### src/hdl/scs_pkg.sv
// shared constants and core state layout for the clock-synchronous serial unit
// assumes one 10 MHz system clock and a synchronous active-high reset
package scs_pkg;

  // -----------------------------------------------------------------
  // frame and timing
  // -----------------------------------------------------------------
  localparam int SCS_BITS = 8;
  localparam logic [3:0] SCS_BIT_LAST = 4'h8;
  localparam int SCS_TXBUF_DEPTH = 2;
  localparam int SCS_BRG_W = 8;

  // -----------------------------------------------------------------
  // count source select codes and prescaler masks
  // -----------------------------------------------------------------
  localparam logic [1:0] SCS_SRC_F1 = 2'h0;
  localparam logic [1:0] SCS_SRC_F8 = 2'h1;
  localparam logic [1:0] SCS_SRC_F32 = 2'h2;
  localparam logic [1:0] SCS_SRC_FC = 2'h3;
  localparam logic [4:0] SCS_PRE_MASK_F8 = 5'h07;
  localparam logic [4:0] SCS_PRE_MASK_F32 = 5'h1F;

  // -----------------------------------------------------------------
  // mode field, clock pin routing, dummy data
  // -----------------------------------------------------------------
  localparam logic [2:0] SCS_MODE_INVALID = 3'h0;
  localparam logic [2:0] SCS_MODE_SYNC = 3'h1;
  localparam logic [1:0] SCS_ALTERNATE_CLOCK_OUT_PIN_BOTH = 2'h3;
  localparam logic [7:0] SCS_DUMMY = 8'hFF;

  typedef enum logic {
    SCS_IDLE = 1'b0,
    SCS_RUN = 1'b1
  } scs_state_t;

  typedef struct packed {
    scs_state_t state;
    logic sclk;
    logic pin_prev;
    logic [3:0] bit_cnt;
    logic [7:0] tx_sh;
    logic [7:0] rx_sh;
    logic txd;
    logic [7:0] rx_buf;
    logic rx_full;
    logic ovr;
    logic tx_empty;
    logic tx_irq;
    logic rx_irq;
    logic arm;
    logic alt;
    logic pin_o;
    logic pin_oe_n;
    logic alt_o;
  } scs_core_t;

  // clock lines idle high, clock pin released, register empty
  localparam scs_core_t SCS_CORE_RST = '{
    state: SCS_IDLE, sclk: 1'b1, pin_prev: 1'b1, bit_cnt: 4'h0,
    tx_sh: 8'h00, rx_sh: 8'h00, txd: 1'b1, rx_buf: 8'h00,
    rx_full: 1'b0, ovr: 1'b0, tx_empty: 1'b1, tx_irq: 1'b0,
    rx_irq: 1'b0, arm: 1'b0, alt: 1'b0, pin_o: 1'b1,
    pin_oe_n: 1'b1, alt_o: 1'b1};

endpackage

### src/hdl/scs_brg.sv
// count source prescaler and reloadable bit-rate down counter
// assumes the sub clock arrives as a one-cycle tick synchronous to mclk
`timescale 1ns/1ps
module scs_brg import scs_pkg::*; #(
  parameter int RW = SCS_BRG_W
) (
  input wire logic mclk,
  input wire logic sys_rst,
  input wire logic [1:0] src_sel,
  input wire logic sub_tick,
  input wire logic [RW-1:0] reload,
  input wire logic run,
  output logic tick
);
  typedef struct packed {
    logic [4:0] pre;
    logic [RW-1:0] cnt;
    logic tick;
  } scs_brg_t;

  scs_brg_t st_r, st_nxt;
  logic src_hit;

  always_comb begin
    st_nxt = st_r;
    st_nxt.pre = st_r.pre + 5'h01;
    st_nxt.tick = 1'b0;
    unique case (src_sel)
      SCS_SRC_F1: src_hit = 1'b1;
      SCS_SRC_F8: src_hit = (st_r.pre & SCS_PRE_MASK_F8) == SCS_PRE_MASK_F8;
      SCS_SRC_F32: src_hit = st_r.pre == SCS_PRE_MASK_F32;
      SCS_SRC_FC: src_hit = sub_tick;
    endcase
    // restart from the reload value so each transfer starts on a full period
    if (!run) begin
      st_nxt.cnt = reload;
    end else if (src_hit) begin
      if (st_r.cnt == '0) begin
        st_nxt.cnt = reload;
        st_nxt.tick = 1'b1;
      end else begin
        st_nxt.cnt = st_r.cnt - 1'b1;
      end
    end
  end

  always_ff @(posedge mclk) begin
    if (sys_rst) begin
      st_r <= '0;
    end else begin
      st_r <= st_nxt;
    end
  end

  assign tick = st_r.tick;
endmodule

### src/hdl/scs_fifo.sv
// small transmit buffer with valid/ready on both sides
// assumes the drain side may stall for any number of cycles
`timescale 1ns/1ps
module scs_fifo import scs_pkg::*; #(
  parameter int W = SCS_BITS,
  parameter int DEPTH = SCS_TXBUF_DEPTH
) (
  input wire logic mclk,
  input wire logic sys_rst,
  input wire logic in_valid,
  input wire logic [W-1:0] in_data,
  output logic in_ready,
  output logic out_valid,
  output logic [W-1:0] out_data,
  input wire logic out_ready
);
  localparam int AW = (DEPTH > 1) ? $clog2(DEPTH) : 1;

  generate
    if (DEPTH < 2 || (DEPTH & (DEPTH - 1)) != 0) begin : g_chk
      $error("scs_fifo depth must be a power of two, at least 2");
    end
  endgenerate

  typedef struct packed {
    logic [DEPTH-1:0][W-1:0] mem;
    logic [AW-1:0] wp;
    logic [AW-1:0] rp;
    logic [AW:0] cnt;
    logic rdy;
  } scs_fifo_t;

  scs_fifo_t st_r, st_nxt;
  logic push, pop;

  always_comb begin
    st_nxt = st_r;
    push = in_valid && st_r.rdy;
    pop = (st_r.cnt != '0) && out_ready;
    if (push) begin
      st_nxt.mem[st_r.wp] = in_data;
      st_nxt.wp = st_r.wp + 1'b1;
    end
    if (pop) begin
      st_nxt.rp = st_r.rp + 1'b1;
    end
    st_nxt.cnt = st_r.cnt + {{AW{1'b0}}, push} - {{AW{1'b0}}, pop};
    st_nxt.rdy = st_nxt.cnt != DEPTH[AW:0];
  end

  always_ff @(posedge mclk) begin
    if (sys_rst) begin
      st_r <= '{mem: '0, wp: '0, rp: '0, cnt: '0, rdy: 1'b1};
    end else begin
      st_r <= st_nxt;
    end
  end

  assign in_ready = st_r.rdy;
  assign out_valid = st_r.cnt != '0;
  assign out_data = st_r.mem[st_r.rp];
endmodule

### src/hdl/scs_sync_serial.sv
// clock-synchronous 8-bit serial transmitter and receiver, channel zero
// assumes all pin and control inputs synchronous to mclk; no register bus
`timescale 1ns/1ps
module scs_sync_serial import scs_pkg::*; #(
  parameter int BRG_W = SCS_BRG_W
) (
  input wire logic mclk,
  input wire logic sys_rst,
  input wire logic sub_clk_tick,
  input wire logic clk_ext_sel,
  input wire logic [1:0] src_sel,
  input wire logic [BRG_W-1:0] brg_reload,
  input wire logic [2:0] mode_sel,
  input wire logic clk_pol,
  input wire logic msb_first,
  input wire logic cont_rx,
  input wire logic tx_irq_sel,
  input wire logic [1:0] clk_pin_sel,
  input wire logic tx_en,
  input wire logic rx_en,
  input wire logic tx_wr,
  input wire logic [7:0] tx_data,
  input wire logic rx_rd,
  input wire logic transfer_clock_pin_i,
  input wire logic serial_in_pin_ch0,
  output logic tx_buf_ready,
  output logic tx_reg_empty,
  output logic tx_irq,
  output logic [7:0] rx_data,
  output logic rx_done,
  output logic rx_irq,
  output logic rx_ovr,
  output logic transfer_clock_pin_o,
  output logic transfer_clock_pin_oe_n,
  output logic alternate_clock_out_pin,
  output logic serial_out_pin_ch0
);

  generate
    if (BRG_W < 1 || BRG_W > 16) begin : g_chk
      $error("scs_sync_serial rate counter width out of range");
    end
  endgenerate

  // ---------------------------------------------------------------
  // bit order helpers
  // ---------------------------------------------------------------
  function automatic logic pick_bit(input logic [7:0] b, input logic msb);
    pick_bit = msb ? b[7] : b[0];
  endfunction

  function automatic logic [7:0] shift_out(input logic [7:0] b,
                                           input logic msb);
    shift_out = msb ? {b[6:0], 1'b0} : {1'b0, b[7:1]};
  endfunction

  // lsb-first frames enter at the top and move right
  function automatic logic [7:0] shift_in(input logic [7:0] b,
                                          input logic d,
                                          input logic msb);
    shift_in = msb ? {b[6:0], d} : {d, b[7:1]};
  endfunction

  // ---------------------------------------------------------------
  // state and submodules
  // ---------------------------------------------------------------
  scs_core_t st_r, n;

  logic fifo_vld, fifo_pop, brg_tick, brg_run;
  logic [7:0] fifo_data, load_byte;
  logic idle_lvl, active, pend, go, pin_moved, alt_ok;
  logic drv_ev, samp_ev, load_ev, done_ev, first_bit;

  scs_fifo #(
    .W(SCS_BITS),
    .DEPTH(SCS_TXBUF_DEPTH)
  ) u_txbuf (
    .mclk(mclk),
    .sys_rst(sys_rst),
    .in_valid(tx_wr),
    .in_data(tx_data),
    .in_ready(tx_buf_ready),
    .out_valid(fifo_vld),
    .out_data(fifo_data),
    .out_ready(fifo_pop)
  );

  scs_brg #(
    .RW(BRG_W)
  ) u_brg (
    .mclk(mclk),
    .sys_rst(sys_rst),
    .src_sel(src_sel),
    .sub_tick(sub_clk_tick),
    .reload(brg_reload),
    .run(brg_run),
    .tick(brg_tick)
  );

  // ---------------------------------------------------------------
  // next-state logic
  // ---------------------------------------------------------------
  always_comb begin
    n = st_r;
    n.tx_irq = 1'b0;
    n.rx_irq = 1'b0;
    idle_lvl = ~clk_pol;
    // no second channel exists here, so tx_en and the mode code alone gate it
    active = tx_en && (mode_sel == SCS_MODE_SYNC);
    // successive mode substitutes dummy data after each buffer read when no byte is queued
    pend = fifo_vld || (cont_rx && st_r.arm);
    load_byte = fifo_vld ? fifo_data : SCS_DUMMY;
    first_bit = pick_bit(load_byte, msb_first);
    alt_ok = (clk_pin_sel == SCS_ALTERNATE_CLOCK_OUT_PIN_BOTH) && !clk_ext_sel;
    pin_moved = transfer_clock_pin_i != st_r.pin_prev;
    n.pin_prev = transfer_clock_pin_i;
    brg_run = (st_r.state == SCS_RUN) || (active && pend);
    go = 1'b0;

    // edges: leaving idle level drives, returning to it samples
    if (clk_ext_sel) begin
      drv_ev = pin_moved && (st_r.pin_prev == idle_lvl);
      samp_ev = pin_moved && (st_r.pin_prev != idle_lvl);
      n.sclk = idle_lvl;
    end else begin
      go = brg_tick && brg_run;
      drv_ev = go && (st_r.sclk == idle_lvl);
      samp_ev = go && (st_r.sclk != idle_lvl);
      if (go) begin
        n.sclk = ~st_r.sclk;
      end else if (st_r.state == SCS_IDLE) begin
        n.sclk = idle_lvl;
      end
    end

    load_ev = drv_ev && active && pend &&
              ((st_r.state == SCS_IDLE) ||
               (st_r.bit_cnt == SCS_BIT_LAST));
    fifo_pop = load_ev && fifo_vld;
    done_ev = samp_ev && (st_r.state == SCS_RUN) &&
              (st_r.bit_cnt == SCS_BIT_LAST - 4'h1);

    // ---- transmit side
    if (load_ev) begin
      n.state = SCS_RUN;
      n.bit_cnt = 4'h0;
      n.tx_sh = load_byte;
      n.txd = first_bit;
      n.tx_empty = 1'b0;
      n.arm = 1'b0;
      if (!tx_irq_sel) begin
        n.tx_irq = 1'b1;
      end
    end else if (drv_ev && st_r.state == SCS_RUN) begin
      if (st_r.bit_cnt == SCS_BIT_LAST) begin
        n.state = SCS_IDLE;
      end else begin
        n.tx_sh = shift_out(st_r.tx_sh, msb_first);
        n.txd = pick_bit(n.tx_sh, msb_first);
      end
    end

    // ---- sample side
    if (samp_ev && st_r.state == SCS_RUN &&
        st_r.bit_cnt != SCS_BIT_LAST) begin
      n.rx_sh = shift_in(st_r.rx_sh, serial_in_pin_ch0,
                         msb_first);
      n.bit_cnt = st_r.bit_cnt + 4'h1;
    end
    if (done_ev) begin
      n.tx_empty = 1'b1;
      if (tx_irq_sel) begin
        n.tx_irq = 1'b1;
      end
      // clock parks at idle unless another byte is waiting
      if (!(active && pend)) begin
        n.state = SCS_IDLE;
      end
    end

    // ---- receive buffer; a completing byte beats a same-cycle clear
    if (rx_rd) begin
      n.rx_full = 1'b0;
      if (cont_rx) begin
        n.arm = 1'b1;
      end
    end
    if (!rx_en && mode_sel == SCS_MODE_INVALID) begin
      n.rx_full = 1'b0;
      n.ovr = 1'b0;
    end
    if (done_ev && rx_en) begin
      if (st_r.rx_full && !rx_rd) begin
        n.ovr = 1'b1;
      end
      n.rx_buf = n.rx_sh;
      n.rx_full = 1'b1;
      n.rx_irq = 1'b1;
    end

    // ---- pin routing; the alternate pin is only taken up between transfers, external clock select acts at once
    if (st_r.state == SCS_IDLE) begin
      n.alt = alt_ok;
    end else begin
      n.alt = st_r.alt && !clk_ext_sel;
    end
    n.pin_oe_n = clk_ext_sel;
    n.pin_o = n.alt ? idle_lvl : n.sclk;
    n.alt_o = n.alt ? n.sclk : idle_lvl;
  end

  always_ff @(posedge mclk) begin
    if (sys_rst) begin
      st_r <= SCS_CORE_RST;
    end else begin
      st_r <= n;
    end
  end

  // ---------------------------------------------------------------
  // outputs
  // ---------------------------------------------------------------
  assign tx_reg_empty = st_r.tx_empty;
  assign tx_irq = st_r.tx_irq;
  assign rx_data = st_r.rx_buf;
  assign rx_done = st_r.rx_full;
  assign rx_irq = st_r.rx_irq;
  assign rx_ovr = st_r.ovr;
  assign transfer_clock_pin_o = st_r.pin_o;
  assign transfer_clock_pin_oe_n = st_r.pin_oe_n;
  assign alternate_clock_out_pin = st_r.alt_o;
  assign serial_out_pin_ch0 = st_r.txd;
endmodule

### config.mk
export PLATFORM = sky130hd
export DESIGN_NAME = scs_sync_serial
export DESIGN_NICKNAME = d
export VERILOG_FILES = /design/src/hdl/scs_pkg.sv /design/src/hdl/scs_brg.sv /design/src/hdl/scs_fifo.sv /design/src/hdl/scs_sync_serial.sv
export SDC_FILE = /design/constraint.sdc
export NUM_CORES = 1
export LEC_CHECK = 0
export ABC_AREA = 1
export BUFFER_PORTS_ARGS = -buffer_cell sky130_fd_sc_hd__buf_2
export CORE_UTILIZATION = 55
export DETAILED_ROUTE_END_ITERATION = 8
export HOLD_SLACK_MARGIN = 0.05
export MAX_ROUTING_LAYER = met4
export PLACE_DENSITY = 0.84
export SLEW_MARGIN = 20
export SYNTH_ARGS = -nofsm -noshare
export SYNTH_HDL_FRONTEND = slang
export SYNTH_SLANG_ARGS = --single-unit
### constraint.sdc
create_clock -name mclk -period 5.6 [get_ports mclk]
set_input_delay 0.28 -clock mclk [delete_from_list [all_inputs] [get_ports mclk]]
set_output_delay 0.28 -clock mclk [all_outputs]
set_load 0.02 [all_outputs]
==> run metrics <==
status=finished, final reports clean; Yosys reg bits=77; Synth cell types=30; Max-slew headroom=52.7%; RR Endpoint=u_txbuf.in_ready$_SDFF_PP1_; Worst setup endpoint=u_txbuf.in_ready$_SDFF_PP1_; R2R Path Start=st_r[35]$_SDFFE_PP0P_; Tot Pwr=around 1.1 mW; Post-synth ARST share=0%; fmax=about 350 MHz; clk slew on worst S/H paths=0.08 ns; # hold bufs at CTS=0; Synth Flop Type=dfxtp_1; Ant. Diodes=0; vias=between 3000 and 4000; Critical Path RT=slightly below 6 ns; HPWL after DPL=~5.8 mm; Die Y=~86 um; antenna violations before repair=0; Synth Instances=around 590; PwrDens=around 260 nW/um2; Hold Path Class=in -> reg; vias in the first global route=3169; DRT antenna net count=0; chip width=86.4 um; Yosys warning total=0; Rows=30; syn_area_per_cell=between 6 and 7 um2; final setup fails=0; Syn Nets=~630; Worst EP arrival=3.11 ns; cells taking the most area after synthesis=dfxtp_1 (39%), nand2_1 (14%), nor2_1 (8.1%); Placer Congestion=0.930; CTS tree=built; VDD IR max=approximately 0.17 mV; commonest cells in the synthesized netlist=nand2_1 (150), nor2_1 (85), dfxtp_1 (77), inv_1 (75), o21ai_0 (49); number of synthesized flops with an enable pin=0; clk sinks=77; Tmin final=2.89 ns; global-route wire length before repair=approximately 14 mm; Fin. Hold Viols=0; crit path launch=st_r[35]$_SDFFE_PP0P_; drt via density=5.08; CP Class=reg -> reg; R2R depth=15; CTS buffer count=9; postcts setup bufs=0; final worst-path cycle share=51.7%; IO buf count=54; final WL=around 8.4 mm; worst slew pin tran=between 0.7 and 0.8 ns; CTS resizes=0; Top Ports=55; sequential share of the synthesized area=between 30% and 40%; Initial Util=~57%; die area=between 7000 and 8000 um2; Initial DRT Pass Iterations=6; Final TNS setup=0 ns; kind of end point of the critical path=flop; Skew-Pair Late Insertion Delay=0.35 ns; nets@finish=668; number of fill cells=between 600 and 700; top-count cell post-synth=nand2_1; Worst R2R Setup Slack=approximately 2.7 ns; drt first-iter violations=~270; Yosys top cell by area=dfxtp_1; Max Cap Viol=0; share of layout cells above drive strength 1=between 10% and 20%; core area=a little under 7000 um2; CTS Root Cell=clkbuf_8; Mapped Area=between 3000 and 4000 um2; critical path fanouts, max=12; share of the synthesized area in the top cell type=around two fifths; P_leak=~2.1 nW; largest net degree at the start of global routing=between 40 and 50; clock skew=a little under 0.01 ns; total gr overflow=0; routed length per placed instance=~12 um; fin. max-slew vios=0; CP startpoint kind=flop; Area growth syn-to-layout=10.5%; Bufs on Longest Clock Path=2; CTS H-Tree Depth=3; drt drc=0; Tot GR Track Use=between 20% and 30%; RSZ-0062 raised after global routing=false
-- layout by cell type, fill, tap and decap left out, drive strengths merged --
| master | instances |
|---|---|
| inv | 75 |
| xnor2 | 2 |
| nor2 | 87 |
| a21oi | 39 |
| a31oi | 1 |
| xor2 | 5 |
| a211oi | 3 |
| dfxtp | 77 |
| clkinv | 4 |
| nor3 | 2 |
| bufinv | 1 |
| or2 | 2 |
| ha | 9 |
| nand4 | 16 |
| clkinvlp | 1 |
| o21ai | 49 |
| o211ai | 7 |
| nand3 | 22 |
| buf | 54 |
| nand2 | 157 |
| o22ai | 1 |
| clkbuf | 12 |
| and3 | 1 |
-- sequential cells by signal (all words and copies together), names as in the netlist --
signal                   flops
u_txbuf.st_r                20
rx_done                      1
serial_out_pin_ch0           1
tx_irq                       1
u_txbuf.in_ready             1
transfer_clock_pin_o         1
rx_data                      8
tx_reg_empty                 1
u_brg.tick                   1
transfer_clock_pin_oe_n      1
st_r                        25
rx_irq                       1
rx_ovr                       1
alternate_clock_out_pin      1
u_brg.st_r                  13
-- area by class of cell --
cell class | instances | area (um2) | share of cell area, %
Timing Repair Buffer | 54 | 270 | 6.25
Inverter | 77 | 289 | 6.68
Sequential cell | 77 | 1540 | 35.6
Multi-Input combinational cell | 403 | 1910 | 44.2
Clock inverter | 4 | 47.5 | 1.10
Clock buffer | 12 | 145 | 3.35
Tap cell | 96 | 120 | 2.78
-- routing by layer --
metal | wire length (um) | up-vias | global-route usage (%)
li1 | - | 1917 | -
met1 | 3920 | 1610 | 29.8
met2 | 3830 | 127 | 38.7
met3 | 503 | 16 | 4.29
met4 | 122 | 0 | 10.0
met5 | 0 | - | -
-- worst min-delay path by stage --
stage | startpoint | to | slack (ns) | cells after the start
2_1_floorplan | transfer_clock_pin_i | st_r[39]$_SDFF_PP1_ | 0.38 | 2
3_3_place_gp | u_brg.st_r[9]$_SDFF_PP0_ | u_brg.st_r[9]$_SDFF_PP0_ | 0.43 | 1
3_5_place_dp | tx_reg_empty$_SDFFE_PP1N_ | tx_reg_empty$_SDFFE_PP1N_ | 0.44 | 2
4_1_cts | transfer_clock_pin_i | st_r[39]$_SDFF_PP1_ | 0.13 | 3
5_1_grt | transfer_clock_pin_i | st_r[39]$_SDFF_PP1_ | 0.15 | 3
6_report | transfer_clock_pin_i | st_r[39]$_SDFF_PP1_ | 0.14 | 3
-- power by group --
part | switching [mW] | total (mW) | leakage, nW | internal, mW
Clock | 0.195 | 0.412 | 0.0964 | 0.217
Sequential | 0.0114 | 0.581 | 0.629 | 0.570
Combinational | 0.0860 | 0.129 | 1.41 | 0.0430
-- stage by stage --
stage / hold slack (ns) / area [um2] / setup WS (ns) / util [%] / instances
finish: 0.139 / 4330 / 2.71 / 63.3 / 723
global route: 0.147 / 4330 / 2.42 / 63.3 / 723
CTS: 0.134 / 4330 / 2.72 / 63.3 / 723
detailed placement: 0.443 / 4130 / 2.85 / 60.5 / 707
global placement: 0.431 / 4130 / 2.96 / 60.5 / 707
floorplan: 0.377 / 3920 / 3.54 / - / 587
-- critical path, stage by stage (launching register included) --
cell,delay (ns)
dfxtp_1,0.35
inv_1,0.09
ha_1,0.15
nand2_1,0.05
nor2_1,0.13
nor2_1,0.09
nor2_1,0.56
nand3_1,0.18
inv_1,0.11
ha_1,0.23
inv_1,0.06
ha_1,0.15
xor2_1,0.21
o21ai_0,0.11
a21oi_1,0.22
nand2_1,0.09
-- logic make-up (layout without fill, tap and decap cells) --
| family | after synthesis | count (layout) | share of synthesized area (%) |
|---|---|---|---|
| compound gates | 100 | 100 | 13.6 |
| xor+xnor | 7 | 7 | 1.57 |
| fa+ha+maj | 9 | 9 | 2.88 |
| buf+inv | 107 | 147 | 11.8 |
| flops | 77 | 77 | 39.4 |
| simple gates | 287 | 287 | 30.8 |
Power figures use the tool's default switching activity.
